## src/hw/iads_pkg.sv

```systemverilog
package iads_pkg;

  // ----------------------------------------------------------------
  // register byte offsets
  // ----------------------------------------------------------------
  localparam int         APB_AW        = 8;
  localparam logic [7:0] OFF_CTRL      = 8'h00;
  localparam logic [7:0] OFF_STATUS    = 8'h04;
  localparam logic [7:0] OFF_LADDR     = 8'h08;
  localparam logic [7:0] OFF_SHIFT     = 8'h0c;
  localparam logic [7:0] OFF_INT_STAT  = 8'h10;
  localparam logic [7:0] OFF_INT_CLR   = 8'h14;
  localparam logic [7:0] OFF_INT_EN    = 8'h18;

  // ----------------------------------------------------------------
  // field positions
  // ----------------------------------------------------------------
  localparam int CTRL_EN_BIT    = 7;
  localparam int CTRL_EXIT_BIT  = 6;
  localparam int CTRL_WREL_BIT  = 5;
  localparam int CTRL_STG_BIT   = 1;
  localparam int STAT_MSTR_BIT  = 7;
  localparam int STAT_ARB_BIT   = 6;
  localparam int STAT_MATCH_BIT = 4;
  localparam int STAT_DIR_BIT   = 3;
  localparam int INT_W          = 4;
  localparam int INT_MATCH_BIT  = 0;
  localparam int INT_ARB_BIT    = 1;
  localparam int INT_START_BIT  = 2;
  localparam int INT_STOP_BIT   = 3;

  // ----------------------------------------------------------------
  // reset values and bit counts
  // ----------------------------------------------------------------
  localparam logic [7:0]       LADDR_RST  = 8'h00;
  localparam logic [7:0]       SHIFT_RST  = 8'hff;
  localparam logic [INT_W-1:0] INT_EN_RST = 4'h0;
  localparam logic [3:0]       CNT_EIGHTH = 4'h8;
  localparam logic [3:0]       CNT_NINTH  = 4'h9;

  typedef enum logic [1:0] {
    PH_IDLE = 2'b00,
    PH_ADDR = 2'b01,
    PH_DATA = 2'b11
  } iads_phase_t;

endpackage

```

## src/hw/iads_line_if.sv

```systemverilog
`timescale 1ns/1ps
interface iads_line_if;
  logic sclRise;
  logic sclFall;
  logic startDet;
  logic stopDet;
  logic sdaLvl;
  modport mon  (output sclRise, output sclFall, output startDet, output stopDet, output sdaLvl);
  modport core (input sclRise, input sclFall, input startDet, input stopDet, input sdaLvl);
endinterface

```

## src/hw/iads_line_mon.sv

```systemverilog
`timescale 1ns/1ps
module iads_line_mon (
  input  wire logic       clk_sys,
  input  wire logic       rst,
  input  wire logic       sclPin,
  input  wire logic       sdaPin,
  iads_line_if.mon        line
);
  // ----------------------------------------------------------------
  // two-stage synchronisers plus one history stage
  // ----------------------------------------------------------------
  logic [2:0] sclSync;
  logic [2:0] sdaSync;
  logic [2:0] next_sclSync;
  logic [2:0] next_sdaSync;

  always_comb begin
    next_sclSync = {sclSync[1:0], sclPin};
    next_sdaSync = {sdaSync[1:0], sdaPin};
  end

  always_ff @(posedge clk_sys) begin
    if (rst) begin
      sclSync <= 3'h7;
      sdaSync <= 3'h7;
    end else begin
      sclSync <= next_sclSync;
      sdaSync <= next_sdaSync;
    end
  end

  // stage 0 is read only by stage 1
  assign line.sclRise  = sclSync[1] & ~sclSync[2];
  assign line.sclFall  = ~sclSync[1] & sclSync[2];
  assign line.startDet = sclSync[1] & sclSync[2] & ~sdaSync[1] & sdaSync[2];
  assign line.stopDet  = sclSync[1] & sclSync[2] & sdaSync[1] & ~sdaSync[2];
  assign line.sdaLvl   = sdaSync[1];
endmodule // iads_line_mon

```

## src/hw/iads_status_top.sv

```systemverilog
// The register offsets and the APB register port were chosen for this implementation.
`timescale 1ns/1ps
module iads_status_top
  import iads_pkg::*;
(
  input  wire logic                         clk_sys,
  input  wire logic                         rst,
  input  wire logic                         psel,
  input  wire logic                         penable,
  input  wire logic                         pwrite,
  input  wire logic [iads_pkg::APB_AW-1:0]  paddr,
  input  wire logic [31:0]                  pwdata,
  output logic      [31:0]                  prdata,
  output logic                              pready,
  output logic                              pslverr,
  input  wire logic                         sclIn,
  input  wire logic                         sdaIn,
  output logic                              sdaOut,
  output logic                              sdaOeN,
  output logic                              irq
);
  import iads_pkg::*;

  iads_line_if line ();

  iads_line_mon uLineMon (
    .clk_sys (clk_sys),
    .rst     (rst),
    .sclPin  (sclIn),
    .sdaPin  (sdaIn),
    .line    (line)
  );

  // ----------------------------------------------------------------
  // state
  // ----------------------------------------------------------------
  logic              unitEn,       next_unitEn;
  logic [7:0]        localAddr,    next_localAddr;
  logic [7:0]        txShift,      next_txShift;
  logic [7:0]        rxShift,      next_rxShift;
  logic              masterStatus, next_masterStatus;
  logic              arbLost,      next_arbLost;
  logic              addrMatch,    next_addrMatch;
  logic              txDir,        next_txDir;
  logic              txValid,      next_txValid;
  logic              ackSlot,      next_ackSlot;
  logic [3:0]        bitCnt,       next_bitCnt;
  iads_phase_t       phase,        next_phase;
  logic [INT_W-1:0]  intStat,      next_intStat;
  logic [INT_W-1:0]  intEn,        next_intEn;
  logic              next_sdaOut;
  logic              next_sdaOeN;
  logic              next_irq;
  logic [31:0]       next_prdata;
  logic              next_pready;
  logic              next_pslverr;

  // ----------------------------------------------------------------
  // bus decode
  // ----------------------------------------------------------------
  logic             acc, wr, rd, setup, mapped;
  logic             wrCtrl, exitPulse, wrelPulse, stgPulse, disEdge, rdStatus;
  logic             startD, stopD, byteDone, driving, lostNow, setMatch, dirClr;
  logic [7:0]       rxByte;
  logic [INT_W-1:0] events;
  logic [31:0]      rdMux;

  always_comb begin
    setup     = psel && !penable;
    acc       = psel && penable && pready;
    wr        = acc && pwrite;
    rd        = acc && !pwrite;
    mapped    = (paddr == OFF_CTRL) || (paddr == OFF_STATUS) || (paddr == OFF_LADDR) ||
                (paddr == OFF_SHIFT) || (paddr == OFF_INT_STAT) ||
                (paddr == OFF_INT_CLR) || (paddr == OFF_INT_EN);
    wrCtrl    = wr && (paddr == OFF_CTRL);
    exitPulse = wrCtrl && pwdata[CTRL_EXIT_BIT] && unitEn;
    wrelPulse = wrCtrl && pwdata[CTRL_WREL_BIT] && unitEn;
    stgPulse  = wrCtrl && pwdata[CTRL_STG_BIT] && unitEn;
    disEdge   = wrCtrl && !pwdata[CTRL_EN_BIT] && unitEn;
    rdStatus  = rd && (paddr == OFF_STATUS);
    rdMux     = 32'h0000_0000;
    unique case (paddr)
      OFF_CTRL:     rdMux[CTRL_EN_BIT] = unitEn;
      OFF_STATUS: begin
        rdMux[STAT_MSTR_BIT]  = masterStatus;
        rdMux[STAT_ARB_BIT]   = arbLost;
        rdMux[STAT_MATCH_BIT] = addrMatch;
        rdMux[STAT_DIR_BIT]   = txDir;
      end
      OFF_LADDR:    rdMux[7:0] = localAddr;
      OFF_SHIFT:    rdMux[7:0] = txShift;
      OFF_INT_STAT: rdMux[INT_W-1:0] = intStat;
      OFF_INT_EN:   rdMux[INT_W-1:0] = intEn;
      default:      rdMux = 32'h0000_0000;
    endcase
    next_pready  = setup;
    next_pslverr = setup && !mapped;
    next_prdata  = (setup && !pwrite) ? rdMux : 32'h0000_0000;
  end

  // ----------------------------------------------------------------
  // line events
  // ----------------------------------------------------------------
  always_comb begin
    startD   = line.startDet && unitEn;
    stopD    = line.stopDet && unitEn;
    rxByte   = {rxShift[6:0], line.sdaLvl};
    byteDone = unitEn && line.sclRise && (phase == PH_ADDR) && (bitCnt == CNT_EIGHTH - 4'h1);
    driving  = !sdaOeN;
    lostNow  = unitEn && line.sclRise && masterStatus && driving && sdaOut && !line.sdaLvl;
    setMatch = byteDone && !masterStatus && (rxByte[7:1] == localAddr[7:1]);
    dirClr   = stopD || exitPulse || disEdge || wrelPulse || (lostNow && !arbLost) ||
               (startD && !masterStatus);
    events                = '0;
    events[INT_MATCH_BIT] = setMatch;
    events[INT_ARB_BIT]   = lostNow;
    events[INT_START_BIT] = startD;
    events[INT_STOP_BIT]  = stopD;
  end

  // ----------------------------------------------------------------
  // next state
  // ----------------------------------------------------------------
  always_comb begin
    next_unitEn       = unitEn;
    next_localAddr    = localAddr;
    next_txShift      = txShift;
    next_rxShift      = rxShift;
    next_masterStatus = masterStatus;
    next_arbLost      = arbLost;
    next_addrMatch    = addrMatch;
    next_txDir        = txDir;
    next_txValid      = txValid;
    next_ackSlot      = ackSlot;
    next_bitCnt       = bitCnt;
    next_phase        = phase;
    next_intEn        = intEn;

    if (wrCtrl) begin
      next_unitEn = pwdata[CTRL_EN_BIT];
    end
    if (wr && (paddr == OFF_LADDR)) begin
      next_localAddr = pwdata[7:0];
    end
    if (wr && (paddr == OFF_INT_EN)) begin
      next_intEn = pwdata[INT_W-1:0];
    end

    // byte framing on the synchronised clock line
    if (startD) begin
      next_phase   = PH_ADDR;
      next_bitCnt  = 4'h0;
      next_txValid = 1'b0;
      next_ackSlot = 1'b0;
    end else if (stopD || exitPulse || disEdge) begin
      next_phase   = PH_IDLE;
      next_bitCnt  = 4'h0;
      next_txValid = 1'b0;
      next_ackSlot = 1'b0;
    end else if (phase != PH_IDLE) begin
      if (line.sclRise && (bitCnt < CNT_NINTH)) begin
        next_bitCnt = bitCnt + 4'h1;
        if (bitCnt < CNT_EIGHTH) begin
          next_rxShift = rxByte;
        end
      end
      if (line.sclFall) begin
        if (bitCnt == CNT_NINTH) begin
          next_bitCnt  = 4'h0;
          next_ackSlot = 1'b0;
          next_phase   = PH_DATA;
          next_txValid = 1'b1;
        end else if (bitCnt == CNT_EIGHTH) begin
          next_ackSlot = 1'b1;
        end else if ((bitCnt != 4'h0) && driving) begin
          // only a driving transmitter walks its latch; a listener keeps it
          next_txShift = {txShift[6:0], 1'b1};
        end
      end
    end
    if (wr && (paddr == OFF_SHIFT)) begin
      next_txShift = pwdata[7:0];
    end

    // master status and arbitration
    if (stgPulse) begin
      next_masterStatus = 1'b1;
    end
    if (stopD || exitPulse || disEdge) begin
      next_masterStatus = 1'b0;
    end
    if (rdStatus || disEdge) begin
      next_arbLost = 1'b0;
    end
    if (lostNow) begin
      next_arbLost      = 1'b1;
      next_masterStatus = 1'b0;
    end

    // address match, hardware only
    if (startD || stopD || exitPulse || disEdge) begin
      next_addrMatch = 1'b0;
    end
    if (setMatch) begin
      next_addrMatch = 1'b1;
    end

    // transfer direction, hardware only
    if (dirClr) begin
      next_txDir = 1'b0;
    end
    if (stgPulse && !lostNow) begin
      next_txDir = 1'b1;
    end
    if (byteDone) begin
      if (masterStatus) begin
        next_txDir = !txShift[7];
      end else begin
        next_txDir = line.sdaLvl;
      end
    end

    // data line drive, released during the ninth bit
    if (next_txDir && (next_masterStatus || next_txValid) && !next_ackSlot) begin
      next_sdaOeN = 1'b0;
      next_sdaOut = next_txShift[7];
    end else begin
      next_sdaOeN = 1'b1;
      next_sdaOut = 1'b1;
    end

    // sticky events, a new event wins over a clear
    next_intStat = intStat;
    if (wr && (paddr == OFF_INT_CLR)) begin
      next_intStat = intStat & ~pwdata[INT_W-1:0];
    end
    next_intStat = next_intStat | events;
    next_irq     = |(next_intStat & next_intEn);
  end

  // ----------------------------------------------------------------
  // registers
  // ----------------------------------------------------------------
  always_ff @(posedge clk_sys) begin
    if (rst) begin
      unitEn       <= 1'b0;
      localAddr    <= LADDR_RST;
      txShift      <= SHIFT_RST;
      rxShift      <= 8'h00;
      masterStatus <= 1'b0;
      arbLost      <= 1'b0;
      addrMatch    <= 1'b0;
      txDir        <= 1'b0;
      txValid      <= 1'b0;
      ackSlot      <= 1'b0;
      bitCnt       <= 4'h0;
      phase        <= PH_IDLE;
      intStat      <= '0;
      intEn        <= INT_EN_RST;
      sdaOut       <= 1'b1;
      sdaOeN       <= 1'b1;
      irq          <= 1'b0;
      prdata       <= 32'h0000_0000;
      pready       <= 1'b0;
      pslverr      <= 1'b0;
    end else begin
      unitEn       <= next_unitEn;
      localAddr    <= next_localAddr;
      txShift      <= next_txShift;
      rxShift      <= next_rxShift;
      masterStatus <= next_masterStatus;
      arbLost      <= next_arbLost;
      addrMatch    <= next_addrMatch;
      txDir        <= next_txDir;
      txValid      <= next_txValid;
      ackSlot      <= next_ackSlot;
      bitCnt       <= next_bitCnt;
      phase        <= next_phase;
      intStat      <= next_intStat;
      intEn        <= next_intEn;
      sdaOut       <= next_sdaOut;
      sdaOeN       <= next_sdaOeN;
      irq          <= next_irq;
      prdata       <= next_prdata;
      pready       <= next_pready;
      pslverr      <= next_pslverr;
    end
  end
endmodule // iads_status_top

```

## config.mk

```make
export PLATFORM = sky130hd
export DESIGN_NAME = iads_status_top
export DESIGN_NICKNAME = d
export VERILOG_FILES = /design/src/hw/iads_pkg.sv /design/src/hw/iads_line_if.sv /design/src/hw/iads_line_mon.sv /design/src/hw/iads_status_top.sv
export SDC_FILE = /design/constraint.sdc
export NUM_CORES = 1
export LEC_CHECK = 0
export BUFFER_PORTS_ARGS = -buffer_cell sky130_fd_sc_hd__buf_2
export CORE_AREA = 5 5 107 69
export DETAILED_ROUTE_END_ITERATION = 10
export DIE_AREA = 0 0 112 74
export GPL_TIMING_DRIVEN = 0
export PLACE_DENSITY_LB_ADDON = 0.12
export SLEW_MARGIN = 30
export SYNTH_ARGS = -nofsm -noshare
export SYNTH_HDL_FRONTEND = slang
export SYNTH_SLANG_ARGS = --single-unit
```

## constraint.sdc

```tcl
create_clock -name clk_sys -period 2.45 [get_ports clk_sys]
set_input_delay 0.245 -clock clk_sys [delete_from_list [all_inputs] [get_ports clk_sys]]
set_output_delay 0.245 -clock clk_sys [all_outputs]
set_load 0.05 [all_outputs]
```

== Yosys cells after proc, flatten, opt, wreduce, memory -nomap -nowiden ==
Cells that the tools add are included.

* $add $sub $neg: 1
* $lt $le $gt $ge: 2
* Eq/ne operators: 15
* Multiplexer cells: 47
* Bitwise operators: 19
* Reduce and logical (&&, ||, !) cells: 85

{| class="wikitable"
|+ Operators by type and width
! kind !! number
|-
| 2-to-1 mux 8 bit || 8
|-
| logical AND 1 bit || 39
|-
| 2-to-1 mux 1 bit || 28
|-
| == test 8 x 5 -> 1 bit, second input constant || 3
|-
| 2-to-1 mux 4 bit || 5
|-
| == test 8 x 4 -> 1 bit, second input constant || 2
|-
| logical OR 1 bit || 16
|-
| one-hot mux 3 bit (4 select lines) || 1
|-
| nonzero test 2 bit || 6
|-
| zero test 1 bit || 11
|-
| nonzero test 3 bit || 3
|-
| AND 4 bit || 2
|-
| == test 4 bit, second input constant || 2
|-
| == test 8 x 3 -> 1 bit, second input constant || 1
|-
| zero test 8 bit || 1
|-
| < comparator 4 bit, second input constant || 2
|-
| inverter 1 bit || 8
|-
| AND 1 bit || 7
|-
| == test 7 bit || 1
|-
| AND reduction 7 bit || 1
|-
| inequality test 2 x 1 -> 1 bit, second input constant || 3
|-
| one-hot mux 1 bit (3 select lines) || 2
|-
| AND reduction 3 bit || 2
|-
| one-hot mux 1 bit (5 select lines) || 1
|-
| other kinds (13) || 14
|}

* Register bits: 87
* Output and inout bits: 37
* Logic and storage cells: 194

== Longest topological paths before layout ==
Gate-level depths: netlist of run 1.

* Word-level depth: 18
* Gate-level depth with buffers: 8
* Depth with buffers taken out: 8

== Hierarchy ==
A second synthesis of run 1 with hierarchy kept.

* Cell total of the unflattened synthesis: 340
* Area, all modules: 3149.3 µm²

{| class="wikitable"
|+ By module, submodules not included
! module !! times used !! cells each !! area an instance (µm²) !! seq. area each (µm²)
|-
| iads_status_top || 1 || 324 || 2959.1 || 1141.1
|-
| iads_line_mon || 1 || 16 || 190.2 || 120.1
|}

== Least setup slack after synthesis of run 1 ==
OpenSTA, ideal clock, no wires.

* Kind: register -> register
* From: register pready
* To: register irq
* Library setup time: 0.122 ns
* Arrival time: 2.009 ns
* Data required time: 2.328 ns
* Setup slack: 0.319 ns
* Stages on the path, launching flop included: 8
* Buffers on the path: 2
* Cells stage by stage: dfxtp_1 -> and4_4 -> buf_6 -> and4_1 -> buf_2 -> mux2i_1 -> o22ai_1 -> a221o_1

* Longest elaborated chain between the ends: 7
* Elaborated cells on any way between the ends: 9

{| class="wikitable"
|+ RTL lines
! item !! line !! text
|-
| start, declared || iads_status_top.sv:14 || <nowiki>output logic pready,</nowiki>
|-
| start signal, assigned || iads_status_top.sv:286 || <nowiki>pready <= next_pready;</nowiki>
|-
| logical AND 1 bit * || iads_status_top.sv:70 || <nowiki>acc = psel && penable && pready;</nowiki>
|-
| logical AND 1 bit * || iads_status_top.sv:71 || <nowiki>wr = acc && pwrite;</nowiki>
|-
| logical AND 1 bit || iads_status_top.sv:235 || <nowiki>if (wr && (paddr == OFF_INT_CLR)) begin</nowiki>
|-
| 2-to-1 mux 4 bit || iads_status_top.sv:235 ||
|-
| bitwise OR 4 bit || iads_status_top.sv:238 || <nowiki>next_intStat = next_intStat | events;</nowiki>
|-
| AND 4 bit * || iads_status_top.sv:239 || <nowiki>next_irq = |(next_intStat & next_intEn);</nowiki>
|-
| OR reduction 4 bit * || iads_status_top.sv:239 ||
|-
| end signal, assigned || iads_status_top.sv:284 || <nowiki>irq <= next_irq;</nowiki>
|-
| end, declared || iads_status_top.sv:20 || <nowiki>output logic irq</nowiki>
|}

Mark *: on every way between the ends. The rest lies on a longest branch, timed or not.
A chain may end at the register's enable or synchronous reset.

== Final worst setup path of run 1 ==
* From: register bitCnt[0]
* To: register txShift[3]

* Longest elaborated chain between the ends: 4
* Elaborated cells on any way between the ends: 8

{| class="wikitable"
|+ RTL lines
! item !! line !! text
|-
| start, declared || iads_status_top.sv:47 || <nowiki>logic [3:0] bitCnt, next_bitCnt;</nowiki>
|-
| start signal, assigned || iads_status_top.sv:278 || <nowiki>bitCnt <= next_bitCnt;</nowiki>
|-
| nonzero test 4 bit || iads_status_top.sv:176 || <nowiki>end else if ((bitCnt != 4'h0) && driving) begin</nowiki>
|-
| logical AND 1 bit || iads_status_top.sv:176 ||
|-
| nonzero test 2 bit (no source line) || - ||
|-
| AND reduction 7 bit (no source line) * || - ||
|-
| end signal, assigned || iads_status_top.sv:270 || <nowiki>txShift <= next_txShift;</nowiki>
|-
| end, declared || iads_status_top.sv:39 || <nowiki>logic [7:0] txShift, next_txShift;</nowiki>
|}

Marks and branches as above.

==> reports/qor.csv, run 1 <==
stage,metric,value,unit
sta,fin_skew,6.64,ps
place,port_buffers,33,
floorplan,core,6360,sq um
grt,grtUsageTotal,20.3,%
cts,path_clk_slew,70,ps
floorplan,io_pins,84,
synthesis,synth_xor_xnor_area_share,2.52,%
floorplan,die_h,74,microns
drt,vias,2777,
final_layout,fin_cells,523,
grt,grt_pass1_wl,13100,microns
place,post-dp-hpwl,6230,microns
synthesis,synth_area,3130,sq um
synthesis,ys_async_sr_fraction,0,%
cts,cts_buffer_depth,2,
worst_setup_path,worstSetupEndpointType,flip-flop,
synthesis,synthAdderAreaFrac,1.20,%
sta,setup_viol,0,
drt,first_pass_iters,6,
pwr,cellLeakagePower,0.00156,uW
synthesis,synth.area.mux_share,7.08,%
worst_setup_path,cp.required,2670,ps
floorplan,die-area,8290,sq um
synthesis,synth.distinct_cells,60,
floorplan,core.rowCount,23,
synthesis,yosysWarnings,0,
drt,ant_nets,0,
run_status,status,"finished, final reports clean",
drt,first_iter_violations,192,
sta,max_freq,452,MHz
cts,tritoncts,built,
grt,grt_max_degree,12,
floorplan,start_util,49.2,%
synthesis,syn_avg_cell_area,8.59,sq um
grt,grt_pass1_vias,2494,
synthesis,synth_compound_area_share,14.6,%
synthesis,synth_flop_cell,dfxtp_1,
cts,worstSkewPairLatency,340,ps
pwr,ir_drop,0.328,mV
sta,tightestPinTransition,616,ps
sta,grt_setup_unrepaired,false,
synthesis,ys_seq_elements,63,
synthesis,synth_top_family_by_area,simple AND/OR/NAND/NOR gates,
sta,hold_violations,0,
worst_setup_path,crit_fanout,7,
final_layout,syn_to_final_growth,17.5,%
place,dp_cells,507,
final_layout,diodes,0,
cts,postCtsSetupRepairBufs,0,
sta,slew_headroom,58.9,%
sta,layout_min_cycle_time,2210,ps
synthesis,synth_edf_count,0,
drt,wirelength,8210,microns
drt,drc,0,
final_layout,finalNetCount,481,
worst_setup_path,path_class,flip-flop to flip-flop,
sta,post-route-period-util,90.4,%
final_layout,num-fill-cells,592,
drt,vias_per_cell,5.31,
floorplan,die_w,112,microns
synthesis,synth-seq-area-share,40.3,%
sta,slew_violations,0,
final_layout,layout-drive-gt1-share,23.2,%
job,max-cap-violations,0,
final_layout,final_util,57.8,%
cts,cts_buffers,9,
cts,cts_root_buffer,clkbuf_8,
synthesis,synthCells,364,
cts,ctsHoldBuffers,0,
synthesis,yosys.area_share.simple,24.3,%
min_path,hold_path.class,input pin to flip-flop,
place,gp_congestion,0.944,
pwr,power,2060,uW
drt,post_drt_wl_per_cell,15.7,microns
cts,cts.sinks,63,
sta,fin_setup_tns,0,ps
cts,cts_max_level,3,
grt,grt-ovfl-total,0,
grt,grt_antenna_before_repair,0,
worst_setup_path,arrival,2430,ps
worst_setup_path,start_kind,flip-flop,
pwr,pwr_density_cell,560,nW/um^2
sta,whs,87.4,ps
## routing by layer
| metal | up-vias | track usage (%) | share of wire, % |
|---|---|---|---|
| li1 | 1362 | - | - |
| met1 | 1265 | 31.4 | 50 |
| met2 | 140 | 27.8 | 39 |
| met3 | 10 | 5.20 | 10 |
| met4 | 0 | 5.60 | 0.83 |
| met5 | - | 0 | 0 |
## final timing paths
kind	cells after the start	to	startpoint	slack, ps
max reg2reg	7	txShift[3]$_SDFFE_PP1P_	bitCnt[0]$_SDFFE_PP0N_	240
min reg2reg	1	uLineMon.sdaSync[1]$_SDFF_PP1_	uLineMon.sdaSync[0]$_SDFF_PP1_	410
min	2	uLineMon.sdaSync[0]$_SDFF_PP1_	sdaIn	90
max	7	txShift[3]$_SDFFE_PP1P_	bitCnt[0]$_SDFFE_PP0N_	240
## flip-flops by register name, indices dropped and copies added (netlist names), 2 cells and up
signal	flops
rxShift	7
localAddr	8
prdata	8
bitCnt	4
uLineMon.sclSync	3
uLineMon.sdaSync	3
intEn	4
txShift	8
phase	2
intStat	4
## per-stage QoR
stage,cell area (sq um),setup WS (ps)
after detailed placement,3490,92.0
after global routing,3670,35.2
after global placement,3490,142
after floorplan,3210,319
after CTS,3660,74.0
final,3670,235
## synth_stat cells, types with 2 or more instances
library cell / instances / area share, %
dfxtp_1: 63 / 40
nor2_1: 35 / 4.2
nand2_1: 33 / 4.0
a21oi_1: 25 / 4.0
buf_4: 24 / 5.8
mux2i_1: 21 / 6.7
nand3_1: 14 / 2.2
inv_1: 13 / 1.6
clkbuf_1: 8 / 0.96
or2_2: 8 / 1.6
nor3_1: 7 / 1.1
o21ai_1: 7 / 1.1
xor2_1: 7 / 2.0
a221oi_1: 6 / 1.7
and3_1: 6 / 1.2
buf_2: 5 / 0.80
nand2b_1: 5 / 1.0
nand4_1: 5 / 1.0
nor2b_1: 5 / 1.0
o21ai_0: 5 / 0.80
nor3b_1: 4 / 0.96
nor4_1: 4 / 0.80
a211oi_1: 3 / 0.72
ha_1: 3 / 1.2
o2bb2ai_1: 3 / 0.84
a21boi_0: 2 / 0.48
a21o_1: 2 / 0.48
a31oi_1: 2 / 0.40
and4_1: 2 / 0.56
and4_4: 2 / 0.72
buf_1: 2 / 0.24
o211ai_1: 2 / 0.48
or3_1: 2 / 0.40
or3b_2: 2 / 0.56
xnor2_1: 2 / 0.56
## where the power goes
group / total, uW / internal, uW / switching [uW]
Sequential: 1030 / 1030 / 3.65
Combinational: 222 / 61.7 / 160
Clock: 803 / 393 / 410
## area by class of cell
type                       count  area (sq um)  share of cell area [%]
multi-input combinational    270          1660                    45.1
sequential                    63          1260                    34.3
buffer                        40           254                    6.91
timing repair buffer          33           165                    4.49
clock buffer                  11           141                    3.85
tap                           87           109                    2.96
inverter                      14          52.6                    1.43
clock inverter                 5          33.8                   0.919
## logic make-up after synthesis
family | Yosys count
compound gates | 69
xor+xnor | 9
fa+ha+maj | 3
buf+inv | 54
flops | 63
mux | 22
other cells | 1
simple gates | 143
## layout by cell type (no fill, tap or decap), drive strengths merged, types with 4 or more instances in the layout
cell    instances
a21oi          25
a221oi          6
and3            6
and4            4
buf            65
clkbuf         19
conb           24
dfxtp          63
inv            14
mux2i          21
nand2          33
nand2b          5
nand3          14
nand4           5
nor2           36
nor2b           5
nor3            9
nor3b           4
nor4            5
o21ai          12
or2             8
xor2            7
## what timing repair did
| item | 4_1_cts | 5_1_grt |
|---|---|---|
| endpoints found under the setup margin | 0 | 7 |
| endpoints found under the hold margin | 0 | 0 |
| resized for setup | 0 | 1 |
## critical path, stage by stage (launching register included)
cell       delay [ps]
dfxtp_1           430
inv_1              70
ha_1              230
a21o_1            190
a2111oi_4         470
a21oi_1           290
a221oi_1          300
o21ai_1           110
No activity file was read; power rests on OpenSTA's default activity.
==> run 2, diff against run 1 <==
- CORE_AREA: 5 5 107 69 -> 5 5 103 66
- DIE_AREA: 0 0 112 74 -> 0 0 108 71
- clock period: 2.45 -> 2.55 ns (I/O delays scaled with it)
==> run 2 against run 1 <==
Utilization is 5.7 points higher. Count of clock-buffer cells in the layout is 2 lower. Design area is 0.78% higher. Wire length is 2.0% lower. Clock power is 21% higher. Register-to-register slack worse by 95 ps. Worst setup slack worse by 95 ps. Critical path depth stayed put. Cell count is 0.57% lower. Largest power group unchanged.
==> reports/qor.csv, run 2 (same netlist as run 1, synthesis figures left out) <==
stage,metric,value,unit
sta,fin_setup_tns,0,ps
final_layout,syn_to_final_growth,18.4,%
drt,first_iter_violations,202,
grt,grtUsageTotal,21.5,%
pwr,p_seq_share,45.6,%
pwr,p_sw_share,26.5,%
drt,first_pass_iters,5,
drt,drc,0,
pwr,ir_drop,0.317,mV
place,post-dp-hpwl,6070,microns
place,port_buffers,33,
cts,path_clk_slew,70,ps
drt,wirelength,8050,microns
floorplan,io_pins,84,
pwr,p_comb_share,9.8,%
worst_setup_path,cp.required,2780,ps
drt,vias_per_cell,5.33,
floorplan,core,5840,sq um
sta,hold_violations,0,
worst_setup_path,critPathMaxStageDelay,610,ps
place,gp_congestion,0.860,
sta,slew_headroom,58.7,%
floorplan,die_h,71,microns
pwr,pwr_density_cell,587,nW/um^2
final_layout,finalNetCount,481,
sta,max_freq,415,MHz
worst_setup_path,arrival,2640,ps
cts,cts_buffer_depth,2,
sta,slew_violations,0,
cts,tritoncts,built,
sta,grt_setup_unrepaired,false,
sta,fin_skew,9.84,ps
grt,grt_pass1_wl,12700,microns
drt,vias,2771,
run_status,status,"finished, final reports clean",
final_layout,diodes,0,
floorplan,die-area,7670,sq um
final_layout,final_cell_mix,"dfxtp_1 (63), buf_2 (38), nor2_1 (35), nand2_1 (33), a21oi_1 (25)",
sta,setup_ws,140,ps
pwr,power_switching,575,uW
grt,grt-ovfl-total,0,
cts,cts_root_buffer,clkbuf_8,
pwr,clkPwrFrac,44.6,%
floorplan,start_util,53.6,%
cts,ctsHoldBuffers,0,
final_layout,reg.largest.list,"localAddr (8), prdata (8), txShift (8)",
final_layout,layout-drive-gt1-share,23.4,%
floorplan,die_w,108,microns
pwr,cellLeakagePower,0.00157,uW
sta,layout_min_cycle_time,2410,ps
cts,cts_buffers,9,
grt,grt_antenna_before_repair,0,
sta,post-route-period-util,94.5,%
worst_setup_path,cp_cell_sequence,"inv_1, ha_1, a21o_1, a2111oi_2, a21oi_1, a221oi_1, o21ai_1",
floorplan,core.rowCount,22,
cts,cts.sinks,63,
worst_setup_path,crit_fanout,7,
final_layout,final_common_cell,dfxtp_1,
drt,ant_nets,0,
cts,cts_max_level,3,
worst_setup_path,slowest_stage,a2111oi_2,
min_path,hold_path.class,input pin to flip-flop,
grt,grt_pass1_vias,2450,
pwr,internal_power,1600,uW
final_layout,num-fill-cells,524,
worst_setup_path,worstSetupEndpointType,flip-flop,
worst_setup_path,path_class,flip-flop to flip-flop,
final_layout,fin_cells,520,
cts,postCtsSetupRepairBufs,0,
grt,grt_max_degree,13,
cts,worstSkewPairLatency,350,ps
sta,tightestPinTransition,616,ps
cts,ctsResizeCount,0,
worst_setup_path,start_kind,flip-flop,
sta,setup_viol,0,
drt,post_drt_wl_per_cell,15.5,microns
place,dp_cells,504,
place,pre_cts_ws,235,ps
job,max-cap-violations,0,
run 2: cell count changes in the layout (fill, tap and decap cells not counted), sizes merged:
cell,change
inv,+1
bufinv,+2
clkinv,-2
clkbuf,-2
clkinvlp,+1
run 2: final timing paths:
kind,cells past startpoint,slack [ps],startpoint,endpoint
worst max-delay path,7,140,bitCnt[0]$_SDFFE_PP0N_,txShift[1]$_SDFFE_PP1P_
worst min-delay path,2,80,sdaIn,uLineMon.sdaSync[0]$_SDFF_PP1_
worst max register to register,7,140,bitCnt[0]$_SDFFE_PP0N_,txShift[1]$_SDFFE_PP1P_
worst min register to register,1,420,uLineMon.sclSync[0]$_SDFF_PP1_,uLineMon.sclSync[1]$_SDFF_PP1_
run 2: critical path: cells and delay by family (launching register included):
kind / cells / cell delay [ps]
AO/OA/AOI/OAI: 5 / 1540
adder cells (fa/ha/maj): 1 / 230
flip-flops: 1 / 440
buffers and inverters: 1 / 70
run 2: power by group through the flow:
stage	Combinational, uW	Clock (uW)	Sequential, uW
final	212	969	992
after global routing	225	1040	992
after CTS	208	983	992
after detailed placement	207	0	1010
after global placement	207	0	1010
after floorplan	155	0	1020
run 2: final cells by class:
type	count	area [sq um]	area share, %
tap	84	105	2.84
timing repair buffer	33	165	4.46
clock inverter	7	96.3	2.60
sequential	63	1260	34.1
multi-input combinational	270	1650	44.4
inverter	14	52.6	1.42
buffer	40	254	6.86
clock buffer	9	124	3.34
run 2: per-stage QoR:
stage	utilization (%)	total power (uW)	hold WS, ps	instance area (sq um)
finish	63.5	2170	77.9	3700
global route	63.5	2260	59.4	3700
CTS	63.5	2180	64.7	3700
detailed placement	59.7	1220	392	3480
global placement	59.7	1220	392	3480
floorplan	-	1170	351	3210
run 2: metal layers:
layer / vias up / GRT usage, % / routed length (microns)
li1: 1364 / - / -
met1: 1267 / 32.0 / 3880
met2: 130 / 28.2 / 3240
met3: 10 / 8.20 / 848
met4: 0 / 6.58 / 82
met5: - / 0 / 0
==> run 3, diff against run 2 <==
- CORE_AREA: 5 5 103 66 -> 2 2 100 63
- DIE_AREA: 0 0 108 71 -> 0 0 102 65
==> run 3 against run 2 <==
Utilization rose by 0.54 points. Cell count did not move. Critical path type unchanged. Via count rose by 0.29%. Maximum frequency rose by 7.1%. Critical path depth stayed put. Clock skew increased by 3.1 ps. Sequential power hardly changed. Worst hold slack improved by 13 ps. Sequential share of layout area is 0.29 points lower. Combinational power about the same.
==> reports/qor.csv, run 3 (same netlist as run 1, synthesis figures left out) <==
stage,metric,value,unit
final_layout,num-fill-cells,518,
cts,ctsHoldBuffers,0,
grt,grt-ovfl-total,0,
floorplan,start_util,53.6,%
worst_setup_path,cp.required,2760,ps
worst_setup_path,r2r_slack,300,ps
drt,vias,2779,
grt,grt_pass1_vias,2378,
grt,grtUsageTotal,25.4,%
sta,fin_skew,12.9,ps
worst_setup_path,worstSetupEndpointType,flip-flop,
final_layout,diodes,0,
cts,cts_max_level,3,
sta,layout_min_cycle_time,2250,ps
place,placed_cell_area,3480,sq um
place,post-dp-hpwl,5910,microns
worst_setup_path,reg2reg_from,bitCnt[0]$_SDFFE_PP0N_,
cts,worstSkewPairLatency,350,ps
sta,grt_setup_unrepaired,false,
floorplan,die_w,102,microns
final_layout,layout-drive-gt1-share,22.7,%
worst_setup_path,reg2reg_depth,7,
cts,cts_buffer_depth,2,
grt,grt_pass1_wl,12500,microns
floorplan,io_pins,84,
grt,grt_antenna_before_repair,0,
run_status,status,"finished, final reports clean",
worst_setup_path,crit_start,bitCnt[0]$_SDFFE_PP0N_,
floorplan,die_h,65,microns
final_layout,finalNetCount,481,
final_layout,reg.largest.list,"localAddr (8), prdata (8), txShift (8)",
sta,slew_headroom,56.2,%
grt,met2_usage,34.0,%
place,pre_cts_ws,150,ps
final_layout,final_util,64.0,%
grt,grt_util_met3,7.12,%
sta,slew_violations,0,
drt,ant_nets,0,
grt,grt_busiest_layer,met1,
sta,post-route-period-util,88.2,%
worst_setup_path,arrival,2460,ps
floorplan,core,5840,sq um
sta,hold_violations,0,
cts,cts.sinks,63,
pwr,ir_drop,0.383,mV
pwr,cellLeakagePower,0.00159,uW
min_path,hp-start,sdaIn,
cts,path_clk_slew,70,ps
final_layout,final_cell_mix,"dfxtp_1 (63), buf_2 (38), nor2_1 (35), nand2_1 (33), a21oi_1 (25)",
drt,first_pass_iters,5,
cts,ctsResizeCount,0,
grt,grt_max_degree,11,
worst_setup_path,r2r_end,txShift[1]$_SDFFE_PP1P_,
worst_setup_path,crit_fanout,7,
sta,setup_viol,0,
drt,post_drt_wl_per_cell,15.4,microns
cts,cts_root_buffer,clkbuf_8,
grt,grt_util_met1,38.4,%
cts,cts_buffers,9,
sta,max_freq,445,MHz
place,gp_congestion,0.883,
sta,setup_ws,300,ps
final_layout,final_common_cell,dfxtp_1,
drt,wirelength,7990,microns
job,max-cap-violations,0,
worst_setup_path,worstSetupEndpoint,txShift[1]$_SDFFE_PP1P_,
pwr,pwr_density_cell,605,nW/um^2
cts,tritoncts,built,
cts,postCtsSetupRepairBufs,0,
drt,first_iter_violations,192,
drt,vias_per_cell,5.34,
place,port_buffers,33,
drt,drc,0,
final_layout,fin_area,3730,sq um
final_layout,syn_to_final_growth,19.4,%
sta,tightestPinTransition,656,ps
min_path,hold_path.class,input pin to flip-flop,
worst_setup_path,start_kind,flip-flop,
floorplan,core.rowCount,22,
floorplan,die-area,6630,sq um
sta,fin_setup_tns,0,ps
worst_setup_path,path_class,flip-flop to flip-flop,
pwr,power,2260,uW
run 3: cell count changes in the layout (fill, tap and decap cells not counted), sizes merged:
cell      before  now
clkbuf        17   21
inv           15   14
clkinv         1    0
clkinvlp       3    0
bufinv         2    3
run 3: report_power, final:
| part | total, uW | internal [uW] | switching, uW |
|---|---|---|---|
| Clock | 1060 | 678 | 377 |
| Sequential | 993 | 989 | 3.65 |
| Combinational | 213 | 59.3 | 154 |
run 3: worst min path at each step:
stage                                           to  cells after the start
CTS                 uLineMon.sdaSync[0]$_SDFF_PP1_                      2
finish              uLineMon.sdaSync[0]$_SDFF_PP1_                      2
floorplan                        pready$_SDFF_PP0_                      1
global placement    uLineMon.sdaSync[1]$_SDFF_PP1_                      1
global route        uLineMon.sdaSync[0]$_SDFF_PP1_                      2
detailed placement  uLineMon.sdaSync[1]$_SDFF_PP1_                      1
run 3: metrics by stage:
| stage | hold WS, ps | instances |
|---|---|---|
| after detailed placement | 400 | 504 |
| after CTS | 78.5 | 520 |
| after global routing | 77.1 | 520 |
| after floorplan | 351 | 387 |
| after global placement | 394 | 504 |
| final | 90.9 | 520 |
run 3: worst max-delay path: stages (launching register included):
cell	delay [ps]
dfxtp_1	430
inv_1	80
ha_1	240
a21o_1	190
a2111oi_4	460
a21oi_1	290
a221oi_1	330
o21ai_1	110
run 3: layer usage:
layer  vias up  part of all wire (%)
met2       136                    40
met5         -                     0
li1       1361                     -
met3        10                   9.1
met1      1272                    50
met4         0                   1.1
run 3: final cells by class:
type / count / area (sq um) / area share (%)
Tap cell: 84 / 105 / 2.81
Buffer: 40 / 254 / 6.80
Clock inverter: 3 / 90.1 / 2.41
Sequential cell: 63 / 1260 / 33.8
Inverter: 14 / 52.6 / 1.41
Clock buffer: 13 / 149 / 3.99
Timing Repair Buffer: 33 / 165 / 4.42
Multi-Input combinational cell: 270 / 1660 / 44.4
